## src/rtl/mpcr_pkg.sv

```systemverilog
// Constants, types and register layout for the MCU power and system control block.
// Assumes a single 100 MHz core clock and the core's byte-wide data-space access port.
// How it works
// [RL1] Sleep instruction acts only with sleep enable set
// [RL2] Software sets enable before sleep, clears after
// [RL3] Control register at data 0x55, I/O 0x35
// [RL4] Debug-port disable bit overrides the enabling fuse
// [RL5] Debug disable changes on two equal writes
// [RL6] Brown-out sleep bit needs unlock write first
// [RL7] Brown-out sleep effective three cycles after set
// [RL8] Brown-out sleep bit self-clears after three cycles
// [RL9] Global pull-up off overrides every pin setting
// [RL10] Vector select picks flash start or boot
// [RL11] Vector select changes only after unlock write
// [RL12] Interrupts blocked during the vector change sequence
// [RL13] Vector unlock clears after four cycles or select
// [RL14] Boot lock bits block interrupts by section
// [RL15] Clock gate register stops one peripheral per bit
// [RL16] Timer two stops only in synchronous mode
// [RL17] Stopped timers resume from their frozen state
// [RL18] Software reinitialises serial blocks after wake
// [RL19] Converter stopped also denies comparator the mux
// [RL20] Reset returns every register to its initial value
// [RL21] Port reset acts at once without clock
// [RL22] Internal reset stretched by fuse-selected time-out
// [RL23] Sleep select codes map to six modes
// [RL24] Unused control bits read zero, ignore writes
package mpcr_pkg;

    // Address map
    localparam logic [7:0] IO_TO_DATA_OFS  = 8'h20;
    localparam logic [7:0] SLEEP_CTRL_ADDR = 8'h53;
    localparam logic [7:0] MCU_CTRL_ADDR   = 8'h55;
    localparam logic [7:0] CLK_GATE_ADDR   = 8'h64;
    localparam logic [7:0] IO_SPACE_SIZE   = 8'h40;

    // Sleep control fields
    localparam int SC_ENABLE_BIT = 0;
    localparam int SC_MODE_LSB   = 1;
    localparam int SC_MODE_MSB   = 3;
    localparam logic [3:0] SLEEP_CTRL_RESET = 4'h0;

    // mcu_control fields
    localparam int MC_DBG_OFF    = 7;
    localparam int MC_BROWN_OFF  = 6;
    localparam int MC_BROWN_UNLK = 5;
    localparam int MC_PULL_OFF   = 4;
    localparam int MC_VSEL       = 1;
    localparam int MC_VUNLK      = 0;

    // peripheral_clock_gate fields
    localparam int CG_TIMER_TWO  = 6;
    localparam logic [7:0] CLK_GATE_RESET = 8'h00;

    // Timed sequences, in core clock cycles
    localparam int unsigned UNLOCK_CYC      = 4;
    localparam int unsigned BROWN_DELAY_CYC = 3;
    localparam logic [1:0]  BROWN_LIFE_LAST = 2'h2;

    // Reset time-out choices
    localparam int unsigned CLK_PERIOD_NS = 10;
    localparam int unsigned TOUT_FAST_CK  = 6;
    localparam int unsigned TOUT_SHORT_MS = 4;
    localparam int unsigned TOUT_LONG_MS  = 65;
    localparam int unsigned NS_PER_MS     = 1000000;
    localparam logic [1:0]  TOUT_SEL_FAST  = 2'h0;
    localparam logic [1:0]  TOUT_SEL_SHORT = 2'h1;

    typedef enum logic [2:0] {
        MPCR_SLEEP_IDLE      = 3'h0,
        MPCR_SLEEP_NOISE_RED = 3'h1,
        MPCR_SLEEP_PWR_DOWN  = 3'h2,
        MPCR_SLEEP_PWR_SAVE  = 3'h3,
        MPCR_SLEEP_RSVD_A    = 3'h4,
        MPCR_SLEEP_RSVD_B    = 3'h5,
        MPCR_SLEEP_STANDBY   = 3'h6,
        MPCR_SLEEP_EXT_STBY  = 3'h7
    } mpcr_sleep_e;

    typedef enum logic [2:0] {
        MPCR_VEC_IDLE  = 3'h1,
        MPCR_VEC_ARMED = 3'h2,
        MPCR_VEC_HOLD  = 3'h4
    } mpcr_vec_state_e;

    typedef struct packed {
        logic [7:0] addr;
        logic       io_space;
        logic       wr;
        logic       rd;
        logic [7:0] wdata;
    } mpcr_bus_s;

    typedef struct packed {
        logic       debug_port_fuse;
        logic       app_protect_lock;
        logic       boot_protect_lock;
        logic [1:0] startup_sel;
    } mpcr_fuse_s;

endpackage

```

## src/rtl/mpcr_window.sv

```systemverilog
// Timed unlock window: opens for LEN cycles on start, closes early on stop.
// Assumes start and stop are single-cycle pulses on the core clock.
`timescale 1ns/1ns
module mpcr_window
    import mpcr_pkg::*;
#(
    parameter int unsigned LEN = 4
) (
    // Clock and reset
    input  wire logic clk,
    input  wire logic rst_b,
    // Control
    input  wire logic start,
    input  wire logic stop,
    // Status
    output logic      open
);
    logic [3:0] cnt_reg;
    logic [3:0] cnt_next;

    // Start beats stop so a fresh unlock in the closing cycle is kept
    always_comb begin
        if (start) begin
            cnt_next = 4'(LEN);
        end else if (stop || cnt_reg == 4'h0) begin
            cnt_next = 4'h0;
        end else begin
            cnt_next = cnt_reg - 4'h1;
        end
    end

    always_ff @(posedge clk or negedge rst_b) begin
        if (!rst_b) begin
            cnt_reg <= 4'h0;
        end else begin
            cnt_reg <= cnt_next;
        end
    end

    assign open = (cnt_reg != 4'h0);
endmodule

```

## src/rtl/mpcr_rst_stretch.sv

```systemverilog
// Internal reset stretcher: holds core reset after all sources release.
// Assumes rst_b already merges every reset source asynchronously.
`timescale 1ns/1ns
module mpcr_rst_stretch
    import mpcr_pkg::*;
(
    // Clock and reset
    input  wire logic        clk,
    input  wire logic        rst_b,
    // Time-out choice
    input  wire logic [1:0]  sel,
    input  wire logic [31:0] short_cyc,
    input  wire logic [31:0] long_cyc,
    // Stretched reset
    output logic             core_rst_b
);
    logic [31:0] cnt_reg;
    logic [31:0] cnt_next;
    logic        done_reg;
    logic        done_next;
    logic [31:0] target;

    // Fuse level read by clocked logic only, never by the async reset
    always_comb begin
        if (sel == TOUT_SEL_FAST) begin
            target = TOUT_FAST_CK;
        end else if (sel == TOUT_SEL_SHORT) begin
            target = short_cyc;
        end else begin
            target = long_cyc;
        end
        cnt_next  = cnt_reg;
        done_next = done_reg;
        if (!done_reg) begin
            cnt_next  = cnt_reg + 32'h1;
            done_next = (cnt_next >= target); // [RL22]
        end
    end

    always_ff @(posedge clk or negedge rst_b) begin
        if (!rst_b) begin
            cnt_reg  <= 32'h0;
            done_reg <= 1'b0;
        end else begin
            cnt_reg  <= cnt_next;
            done_reg <= done_next;
        end
    end

    assign core_rst_b = done_reg;
endmodule

```

## src/rtl/mpcr_top.sv

```systemverilog
// System control registers: sleep control, mcu_control and peripheral_clock_gate.
// Assumes the core presents one byte access per cycle and pulses sleep_instr and
// instr_retire; rst_b is the merged, asynchronous, active-low reset source.
`timescale 1ns/1ns
module mpcr_top
    import mpcr_pkg::*;
#(
    parameter int unsigned TOUT_SHORT_CYC = TOUT_SHORT_MS * (NS_PER_MS / CLK_PERIOD_NS),
    parameter int unsigned TOUT_LONG_CYC  = TOUT_LONG_MS * (NS_PER_MS / CLK_PERIOD_NS)
) (
    // Clock and reset
    input  wire logic        clk,
    input  wire logic        rst_b,
    // Core register access
    input  wire mpcr_bus_s   bus,
    output logic [7:0]       rd_data,
    // Core status
    input  wire logic        sleep_instr,
    input  wire logic        instr_retire,
    input  wire logic        exec_in_boot,
    // Fuses and straps
    input  wire mpcr_fuse_s  fuse,
    input  wire logic        timer_two_async_select,
    // Sleep
    output logic             sleep_go,
    output mpcr_sleep_e      sleep_mode,
    output logic             brownout_sleep_off,
    // System controls
    output logic             debug_port_enable,
    output logic             pullup_global_off,
    output logic             vector_table_select,
    output logic             irq_block,
    // Peripheral clocks
    output logic [7:0]       clock_stop,
    output logic             comparator_mux_ok,
    // Resets
    output logic             core_rst_b,
    output logic             port_rst_b
);
    logic [7:0] data_addr;
    logic       wr_sc;
    logic       wr_mc;
    logic       wr_cg;
    logic [7:0] wd;
    logic       dbg_open;
    logic       brown_open;
    logic       vunlk_open;
    logic       dbg_start;
    logic       dbg_done;
    logic       brown_start;
    logic       brown_set;
    logic       vunlk_start;
    logic       vsel_write;
    logic [7:0] gate_eff;

    logic [3:0]                   sleep_ctrl_reg,  sleep_ctrl_next;
    logic                         dbg_off_reg,     dbg_off_next;
    logic                         dbg_pend_reg,    dbg_pend_next;
    logic                         brown_off_reg,   brown_off_next;
    logic [1:0]                   brown_age_reg,   brown_age_next;
    logic [BROWN_DELAY_CYC-1:0]   brown_pipe_reg,  brown_pipe_next;
    logic                         pull_off_reg,    pull_off_next;
    logic                         vsel_reg,        vsel_next;
    mpcr_vec_state_e              vec_state_reg,   vec_state_next;
    logic [7:0]                   gate_reg,        gate_next;
    logic [7:0]                   rd_data_reg,     rd_data_next;
    logic                         sleep_go_reg,    sleep_go_next;
    logic                         brown_sleep_reg, brown_sleep_next;
    logic                         dbg_en_reg,      dbg_en_next;
    logic                         irq_block_reg,   irq_block_next;
    logic [7:0]                   clk_stop_reg,    clk_stop_next;
    logic                         cmp_ok_reg,      cmp_ok_next;
    logic                         port_rst_reg;

    // I/O form sits 0x20 lower and cannot reach the extended space
    assign data_addr = !bus.io_space ? bus.addr
                     : bus.addr < IO_SPACE_SIZE ? 8'(bus.addr + IO_TO_DATA_OFS) : 8'h00; // [RL3]
    assign wd        = bus.wdata;
    assign wr_sc     = bus.wr && data_addr == SLEEP_CTRL_ADDR;
    assign wr_mc     = bus.wr && data_addr == MCU_CTRL_ADDR; // [RL3]
    assign wr_cg     = bus.wr && data_addr == CLK_GATE_ADDR; // [RL15]

    // Second equal write inside the window commits, anything else re-arms
    assign dbg_done    = wr_mc && dbg_open && (wd[MC_DBG_OFF] == dbg_pend_reg); // [RL5]
    assign dbg_start   = wr_mc && !dbg_done;
    assign brown_start = wr_mc && wd[MC_BROWN_OFF] && wd[MC_BROWN_UNLK]; // [RL6]
    assign brown_set   = wr_mc && brown_open && wd[MC_BROWN_OFF] && !wd[MC_BROWN_UNLK];
    assign vunlk_start = wr_mc && wd[MC_VUNLK]; // [RL11]
    assign vsel_write  = wr_mc && vunlk_open && !wd[MC_VUNLK]; // [RL11]

    mpcr_window #(.LEN(UNLOCK_CYC)) u_dbg_win (
        .clk   (clk),
        .rst_b (rst_b),
        .start (dbg_start),
        .stop  (dbg_done),
        .open  (dbg_open)
    );

    mpcr_window #(.LEN(UNLOCK_CYC)) u_brown_win (
        .clk   (clk),
        .rst_b (rst_b),
        .start (brown_start),
        .stop  (brown_set),
        .open  (brown_open)
    );

    // The unlock bit itself is this window: it drops after four cycles or on select
    mpcr_window #(.LEN(UNLOCK_CYC)) u_vunlk_win (
        .clk   (clk),
        .rst_b (rst_b),
        .start (vunlk_start),
        .stop  (vsel_write), // [RL13]
        .open  (vunlk_open)
    );

    // Timer two is only gated while it runs from the core clock
    genvar gi;
    generate
        for (gi = 0; gi < 8; gi++) begin : g_gate
            if (gi == CG_TIMER_TWO) begin : g_t2
                assign gate_eff[gi] = gate_reg[gi] && !timer_two_async_select; // [RL16]
            end else begin : g_plain
                assign gate_eff[gi] = gate_reg[gi]; // [RL15]
            end
        end
    endgenerate

    always_comb begin
        sleep_ctrl_next = sleep_ctrl_reg;
        dbg_off_next    = dbg_off_reg;
        dbg_pend_next   = dbg_pend_reg;
        brown_off_next  = brown_off_reg;
        brown_age_next  = brown_age_reg;
        pull_off_next   = pull_off_reg;
        vsel_next       = vsel_reg;
        vec_state_next  = vec_state_reg;
        gate_next       = gate_reg;

        // Sleep control; reserved codes are stored and passed to sleep_mode unchanged
        if (wr_sc) begin
            sleep_ctrl_next = wd[SC_MODE_MSB:SC_ENABLE_BIT]; // [RL23]
        end

        if (dbg_start) begin
            dbg_pend_next = wd[MC_DBG_OFF];
        end
        if (dbg_done) begin
            dbg_off_next = dbg_pend_reg; // [RL5]
        end

        // Self-clearing after three cycles; a new set restarts the count
        if (brown_set) begin
            brown_off_next = 1'b1; // [RL6]
            brown_age_next = 2'h0;
        end else if (brown_off_reg) begin
            brown_age_next = brown_age_reg + 2'h1;
            if (brown_age_reg == BROWN_LIFE_LAST) begin
                brown_off_next = 1'b0; // [RL8]
                brown_age_next = 2'h0;
            end
        end

        if (wr_mc) begin
            pull_off_next = wd[MC_PULL_OFF]; // [RL9]
        end
        if (vsel_write) begin
            vsel_next = wd[MC_VSEL]; // [RL10]
        end

        // Interrupt blocking across the vector change sequence
        case (vec_state_reg)
            MPCR_VEC_IDLE: begin
                if (vunlk_start) begin
                    vec_state_next = MPCR_VEC_ARMED; // [RL12]
                end
            end
            MPCR_VEC_ARMED: begin
                if (vsel_write) begin
                    vec_state_next = MPCR_VEC_HOLD;
                end else if (!vunlk_open && !vunlk_start) begin
                    vec_state_next = MPCR_VEC_IDLE; // [RL12]
                end
            end
            MPCR_VEC_HOLD: begin
                if (vunlk_start) begin
                    vec_state_next = MPCR_VEC_ARMED;
                end else if (instr_retire) begin
                    vec_state_next = MPCR_VEC_IDLE; // [RL12]
                end
            end
            default: begin
                vec_state_next = MPCR_VEC_IDLE;
            end
        endcase

        if (wr_cg) begin
            gate_next = wd; // [RL15]
        end
    end

    // Shadowing the bit: it counts as in force only three cycles after set
    assign brown_pipe_next = {brown_pipe_reg[BROWN_DELAY_CYC-2:0], brown_off_reg}; // [RL7]

    always_comb begin
        // Readback; bits 3 and 2 of mcu_control are not stored
        case (data_addr)
            SLEEP_CTRL_ADDR: rd_data_next = {4'h0, sleep_ctrl_reg};
            MCU_CTRL_ADDR:   rd_data_next = {dbg_off_reg, brown_off_reg, brown_open,
                                             pull_off_reg, 2'b00, vsel_reg, vunlk_open}; // [RL24]
            CLK_GATE_ADDR:   rd_data_next = gate_reg;
            default:         rd_data_next = 8'h00;
        endcase
        if (!bus.rd) begin
            rd_data_next = 8'h00;
        end

        sleep_go_next    = sleep_instr && sleep_ctrl_reg[SC_ENABLE_BIT]; // [RL1]
        brown_sleep_next = sleep_go_next && brown_pipe_reg[BROWN_DELAY_CYC-1]; // [RL7]
        dbg_en_next      = fuse.debug_port_fuse && !dbg_off_reg; // [RL4]

        // Section protection blocks interrupts without touching the global flag
        irq_block_next = (vec_state_next != MPCR_VEC_IDLE)
                       || (vsel_reg && fuse.app_protect_lock && !exec_in_boot)
                       || (!vsel_reg && fuse.boot_protect_lock && exec_in_boot); // [RL14]

        // Gating only freezes the clock, so timer state survives a stop
        clk_stop_next = gate_eff; // [RL17]
        cmp_ok_next   = !gate_reg[0]; // [RL19]
    end

    // All control state takes constants under the merged reset
    always_ff @(posedge clk or negedge rst_b) begin
        if (!rst_b) begin
            sleep_ctrl_reg  <= SLEEP_CTRL_RESET; // [RL20]
            dbg_off_reg     <= 1'b0;
            dbg_pend_reg    <= 1'b0;
            brown_off_reg   <= 1'b0;
            brown_age_reg   <= 2'h0;
            brown_pipe_reg  <= '0;
            pull_off_reg    <= 1'b0;
            vsel_reg        <= 1'b0;
            vec_state_reg   <= MPCR_VEC_IDLE;
            gate_reg        <= CLK_GATE_RESET;
            rd_data_reg     <= 8'h00;
            sleep_go_reg    <= 1'b0;
            brown_sleep_reg <= 1'b0;
            dbg_en_reg      <= 1'b0;
            irq_block_reg   <= 1'b0;
            clk_stop_reg    <= 8'h00;
            cmp_ok_reg      <= 1'b1;
            port_rst_reg    <= 1'b0; // [RL21]
        end else begin
            sleep_ctrl_reg  <= sleep_ctrl_next;
            dbg_off_reg     <= dbg_off_next;
            dbg_pend_reg    <= dbg_pend_next;
            brown_off_reg   <= brown_off_next;
            brown_age_reg   <= brown_age_next;
            brown_pipe_reg  <= brown_pipe_next;
            pull_off_reg    <= pull_off_next;
            vsel_reg        <= vsel_next;
            vec_state_reg   <= vec_state_next;
            gate_reg        <= gate_next;
            rd_data_reg     <= rd_data_next;
            sleep_go_reg    <= sleep_go_next;
            brown_sleep_reg <= brown_sleep_next;
            dbg_en_reg      <= dbg_en_next;
            irq_block_reg   <= irq_block_next;
            clk_stop_reg    <= clk_stop_next;
            cmp_ok_reg      <= cmp_ok_next;
            port_rst_reg    <= 1'b1;
        end
    end

    mpcr_rst_stretch u_stretch (
        .clk        (clk),
        .rst_b      (rst_b),
        .sel        (fuse.startup_sel),
        .short_cyc  (TOUT_SHORT_CYC),
        .long_cyc   (TOUT_LONG_CYC),
        .core_rst_b (core_rst_b) // [RL22]
    );

    assign rd_data             = rd_data_reg;
    assign sleep_go            = sleep_go_reg;
    assign sleep_mode          = mpcr_sleep_e'(sleep_ctrl_reg[SC_MODE_MSB:SC_MODE_LSB]);
    assign brownout_sleep_off  = brown_sleep_reg;
    assign debug_port_enable   = dbg_en_reg;
    assign pullup_global_off   = pull_off_reg;
    assign vector_table_select = vsel_reg;
    assign irq_block           = irq_block_reg;
    assign clock_stop          = clk_stop_reg;
    assign comparator_mux_ok   = cmp_ok_reg;
    assign port_rst_b          = port_rst_reg;
endmodule

```

## config.mk

```make
export PLATFORM = sky130hd
export DESIGN_NAME = mpcr_top
export DESIGN_NICKNAME = d
export VERILOG_FILES = /design/src/rtl/mpcr_pkg.sv /design/src/rtl/mpcr_window.sv /design/src/rtl/mpcr_rst_stretch.sv /design/src/rtl/mpcr_top.sv
export SDC_FILE = /design/constraint.sdc
export NUM_CORES = 1
export LEC_CHECK = 0
export ABC_AREA = 1
export BUFFER_PORTS_ARGS = -buffer_cell sky130_fd_sc_hd__buf_2
export CAP_MARGIN = 15
export CORE_MARGIN = 4
export CORE_UTILIZATION = 65
export DETAILED_ROUTE_END_ITERATION = 10
export GPL_ROUTABILITY_DRIVEN = 0
export PLACE_DENSITY_LB_ADDON = 0.1
export RECOVER_POWER = 100
export SLEW_MARGIN = 20
export SYNTH_ARGS = -nofsm -noshare
export SYNTH_HDL_FRONTEND = slang
export SYNTH_HIERARCHICAL = 1
export SYNTH_SLANG_ARGS = --single-unit
```

## constraint.sdc

```tcl
create_clock -name clk -period 4.4 [get_ports clk]
set_input_delay 0.88 -clock clk [delete_from_list [all_inputs] [get_ports clk]]
set_output_delay 0.88 -clock clk [all_outputs]
set_load 0.02 [all_outputs]
```

==> impl_metrics.json <==
{
  "synth_top_cells_by_area": "dfrtp_1 (36%), nand2_1 (18%), inv_1 (7.7%), ha_1 (7.4%), nand3_1 (5.7%)",
  "finalMaxSlewViolations": 36,
  "p_leak_nw": 3.78,
  "wire_per_inst_um": 11.8,
  "ys_types": 42,
  "layout_commonest_cell": "nand2_1",
  "place_ws_ns": 1.24,
  "ff2ff_setup_slack_ns": 1.46,
  "maxCapViolCount": 1,
  "synth-seq-area-share_pct": 36.6,
  "antenna_found_initial": 0,
  "synth_warnings": 6,
  "r2r_start": "u_stretch/core_rst_b",
  "relSlewSlack_pct": -2.32,
  "tightestPinTransition_ns": 1.53,
  "cts.clk_slew.worst_paths_ns": 0.09,
  "drt_wl_total_mm": 13.4,
  "avgSynthCellArea_um2": 7.04,
  "cpMostUsedCell": "clkbuf_1",
  "grt_pass1_vias": 5321,
  "netlist.area_leader.share_pct": 35.8,
  "critPathArrivalTime_ns": 2.09,
  "drc_errors": 0,
  "cp_top_family": "buffers and inverters",
  "violations": "capacitance limit, slew limit",
  "end_kind": "primary output",
  "crit_path_cell_trace": "clkbuf_1 > clkbuf_1",
  "cts_resized": 0,
  "outcome": "finished, violations left",
  "cp_data_required_time_ns": 3.52,
  "tritoncts": "done",
  "dp_hpwl_mm": 10.2,
  "setup_slack_ns": 1.43,
  "grt_pass1_wl_mm": 23.3,
  "synth_top_area_cell": "dfrtp_1",
  "setup_tns_ns": 0,
  "critical_path_class": "register to primary output",
  "setup_viol": 0,
  "core_area_um2": 9330,
  "cts_root_buffer": "clkbuf_8",
  "h-tree-depth": 3,
  "io_buffer_count": 57,
  "power_density_nw_per_um2": 327,
  "netlist_area_um2": 6300,
  "clock_latency_ns": 0.35,
  "hold_viol": 0,
  "vias": 5548,
  "clock.fmax_ghz": 0.337,
  "min_from": "brown_pipe_reg[0]",
  "routed_via_density": 4.86,
  "min_to": "brown_pipe_reg[1]",
  "grt_max_degree": 65,
  "gr-total-overflow": 0,
  "critPathMaxStageDelay_ns": 1.10,
  "clock-sinks": 92,
  "hold_depth": 0,
  "drive_gt1_share_pct": 9.28,
  "worstHoldPathType": "register to register",
  "netlist_instances": 895,
  "die-area_um2": 11300,
  "numCtsBuffers": 9,
  "grt_usage_pct": 25.1,
  "cp_max_fo": 35,
  "layout_min_cycle_time_ns": 2.97,
  "drt_iter0_drc": 276,
  "ctsHoldBuffers": 0,
  "peakVddDrop_uv": 246,
  "nNetsFinal": 1075,
  "worst_hold_slack_ns": 0.357,
  "die_h_um": 106,
  "antenna_left": 0,
  "rsz0062_at_grt": "false",
  "start_util_pct": 67.5,
  "mostFrequentLayoutCells": "nand2_1 (306), inv_1 (131), dfrtp_1 (90)",
  "fin_util_pct": 75.0,
  "dieWidth_um": 106,
  "synth_seq_cells": 92,
  "syn_to_final_growth_pct": 11.1,
  "skew_ns": 0.0178,
  "ios": 58,
  "cp_slowest_cell": "clkbuf_1",
  "antenna_cells": 0,
  "firstDrtPassIters": 5,
  "path_buf_inv": 2,
  "largest_reg_flops": 32,
  "reg2regPathDepth": 4,
  "period_share_pct": 67.5,
  "rows": 35,
  "startpoint_type": "register",
  "worstReg2RegEnd": "u_stretch/cnt_reg[19]",
  "post-cts-setup-buffers": 0,
  "cts_buffer_depth": 2
}
[cells in the mapped netlist (all sizes together)]
cell / n
nor4: 1
xnor2: 2
nor3b: 1
nand3b: 2
ha: 37
and2: 6
or2: 3
o22ai: 3
dfstp: 2
nand2: 318
o21ai: 37
dfrtp: 90
buf: 8
xor2: 12
a21o: 1
nand3: 82
clkbuf: 12
nor3: 15
conb: 2
o21a: 1
nand4: 13
a21oi: 24
inv: 135
nor2: 88
[area by class of cell]
class | count | area (um^2)
well taps | 129 | 161
flip-flops and latches | 92 | 2300
fillers | 802 | 2330
clock buffers | 10 | 138
multi-input cells | 711 | 3530
inverters | 135 | 508
repair buffers | 59 | 259
clock inverters | 6 | 97.6
[cell families (layout without fill, tap and decap cells)]
kind of cell / after synthesis / count (layout) / share of synthesized area [%]
AND/OR/NAND/NOR: 529 / 529 / 37.8
other: 2 / 65 / 0.119
XOR/XNOR: 14 / 14 / 2.42
adder cells (fa/ha/maj): 37 / 37 / 7.35
buffers and inverters: 155 / 210 / 9.61
AO/OA/AOI/OAI: 66 / 66 / 6.10
flip-flops: 92 / 92 / 36.6
[metrics by stage]
stage / std cells / instance area (um^2) / power [W]
floorplan: 958 / 6540 / 0.00150
global placement: 1126 / 6900 / 0.00162
detailed placement: 1126 / 6900 / 0.00165
CTS: 1142 / 7140 / 0.00231
global route: 1142 / 7000 / 0.00245
finish: 1142 / 7000 / 0.00229
[routing by layer]
layer	vias up	track usage, %	part of all wire (%)
met1	2438	32.7	46
met5	-	0	0
met2	131	43.7	47
met4	0	7.67	2.7
li1	2956	-	-
met3	23	3.58	4.7
[report_power, final]
part           internal [W]  switching, W  leakage [nW]
Clock              0.000346      0.000308         0.120
Combinational      0.000215      0.000393          2.43
Sequential         0.000946     0.0000781          1.23
Total               0.00151      0.000778          3.78
[worst max path at each step]
stage | startpoint | end | cells past startpoint
final | u_stretch/core_rst_b | core_rst_b | 2
after global routing | u_stretch/core_rst_b | u_stretch/cnt_reg[4] | 3
after CTS | fuse[1] | u_stretch/core_rst_b | 15
after detailed placement | fuse[1] | u_stretch/core_rst_b | 15
after global placement | fuse[1] | u_stretch/core_rst_b | 15
after floorplan | fuse[1] | u_stretch/core_rst_b | 13
Power figures use the tool's default switching activity.
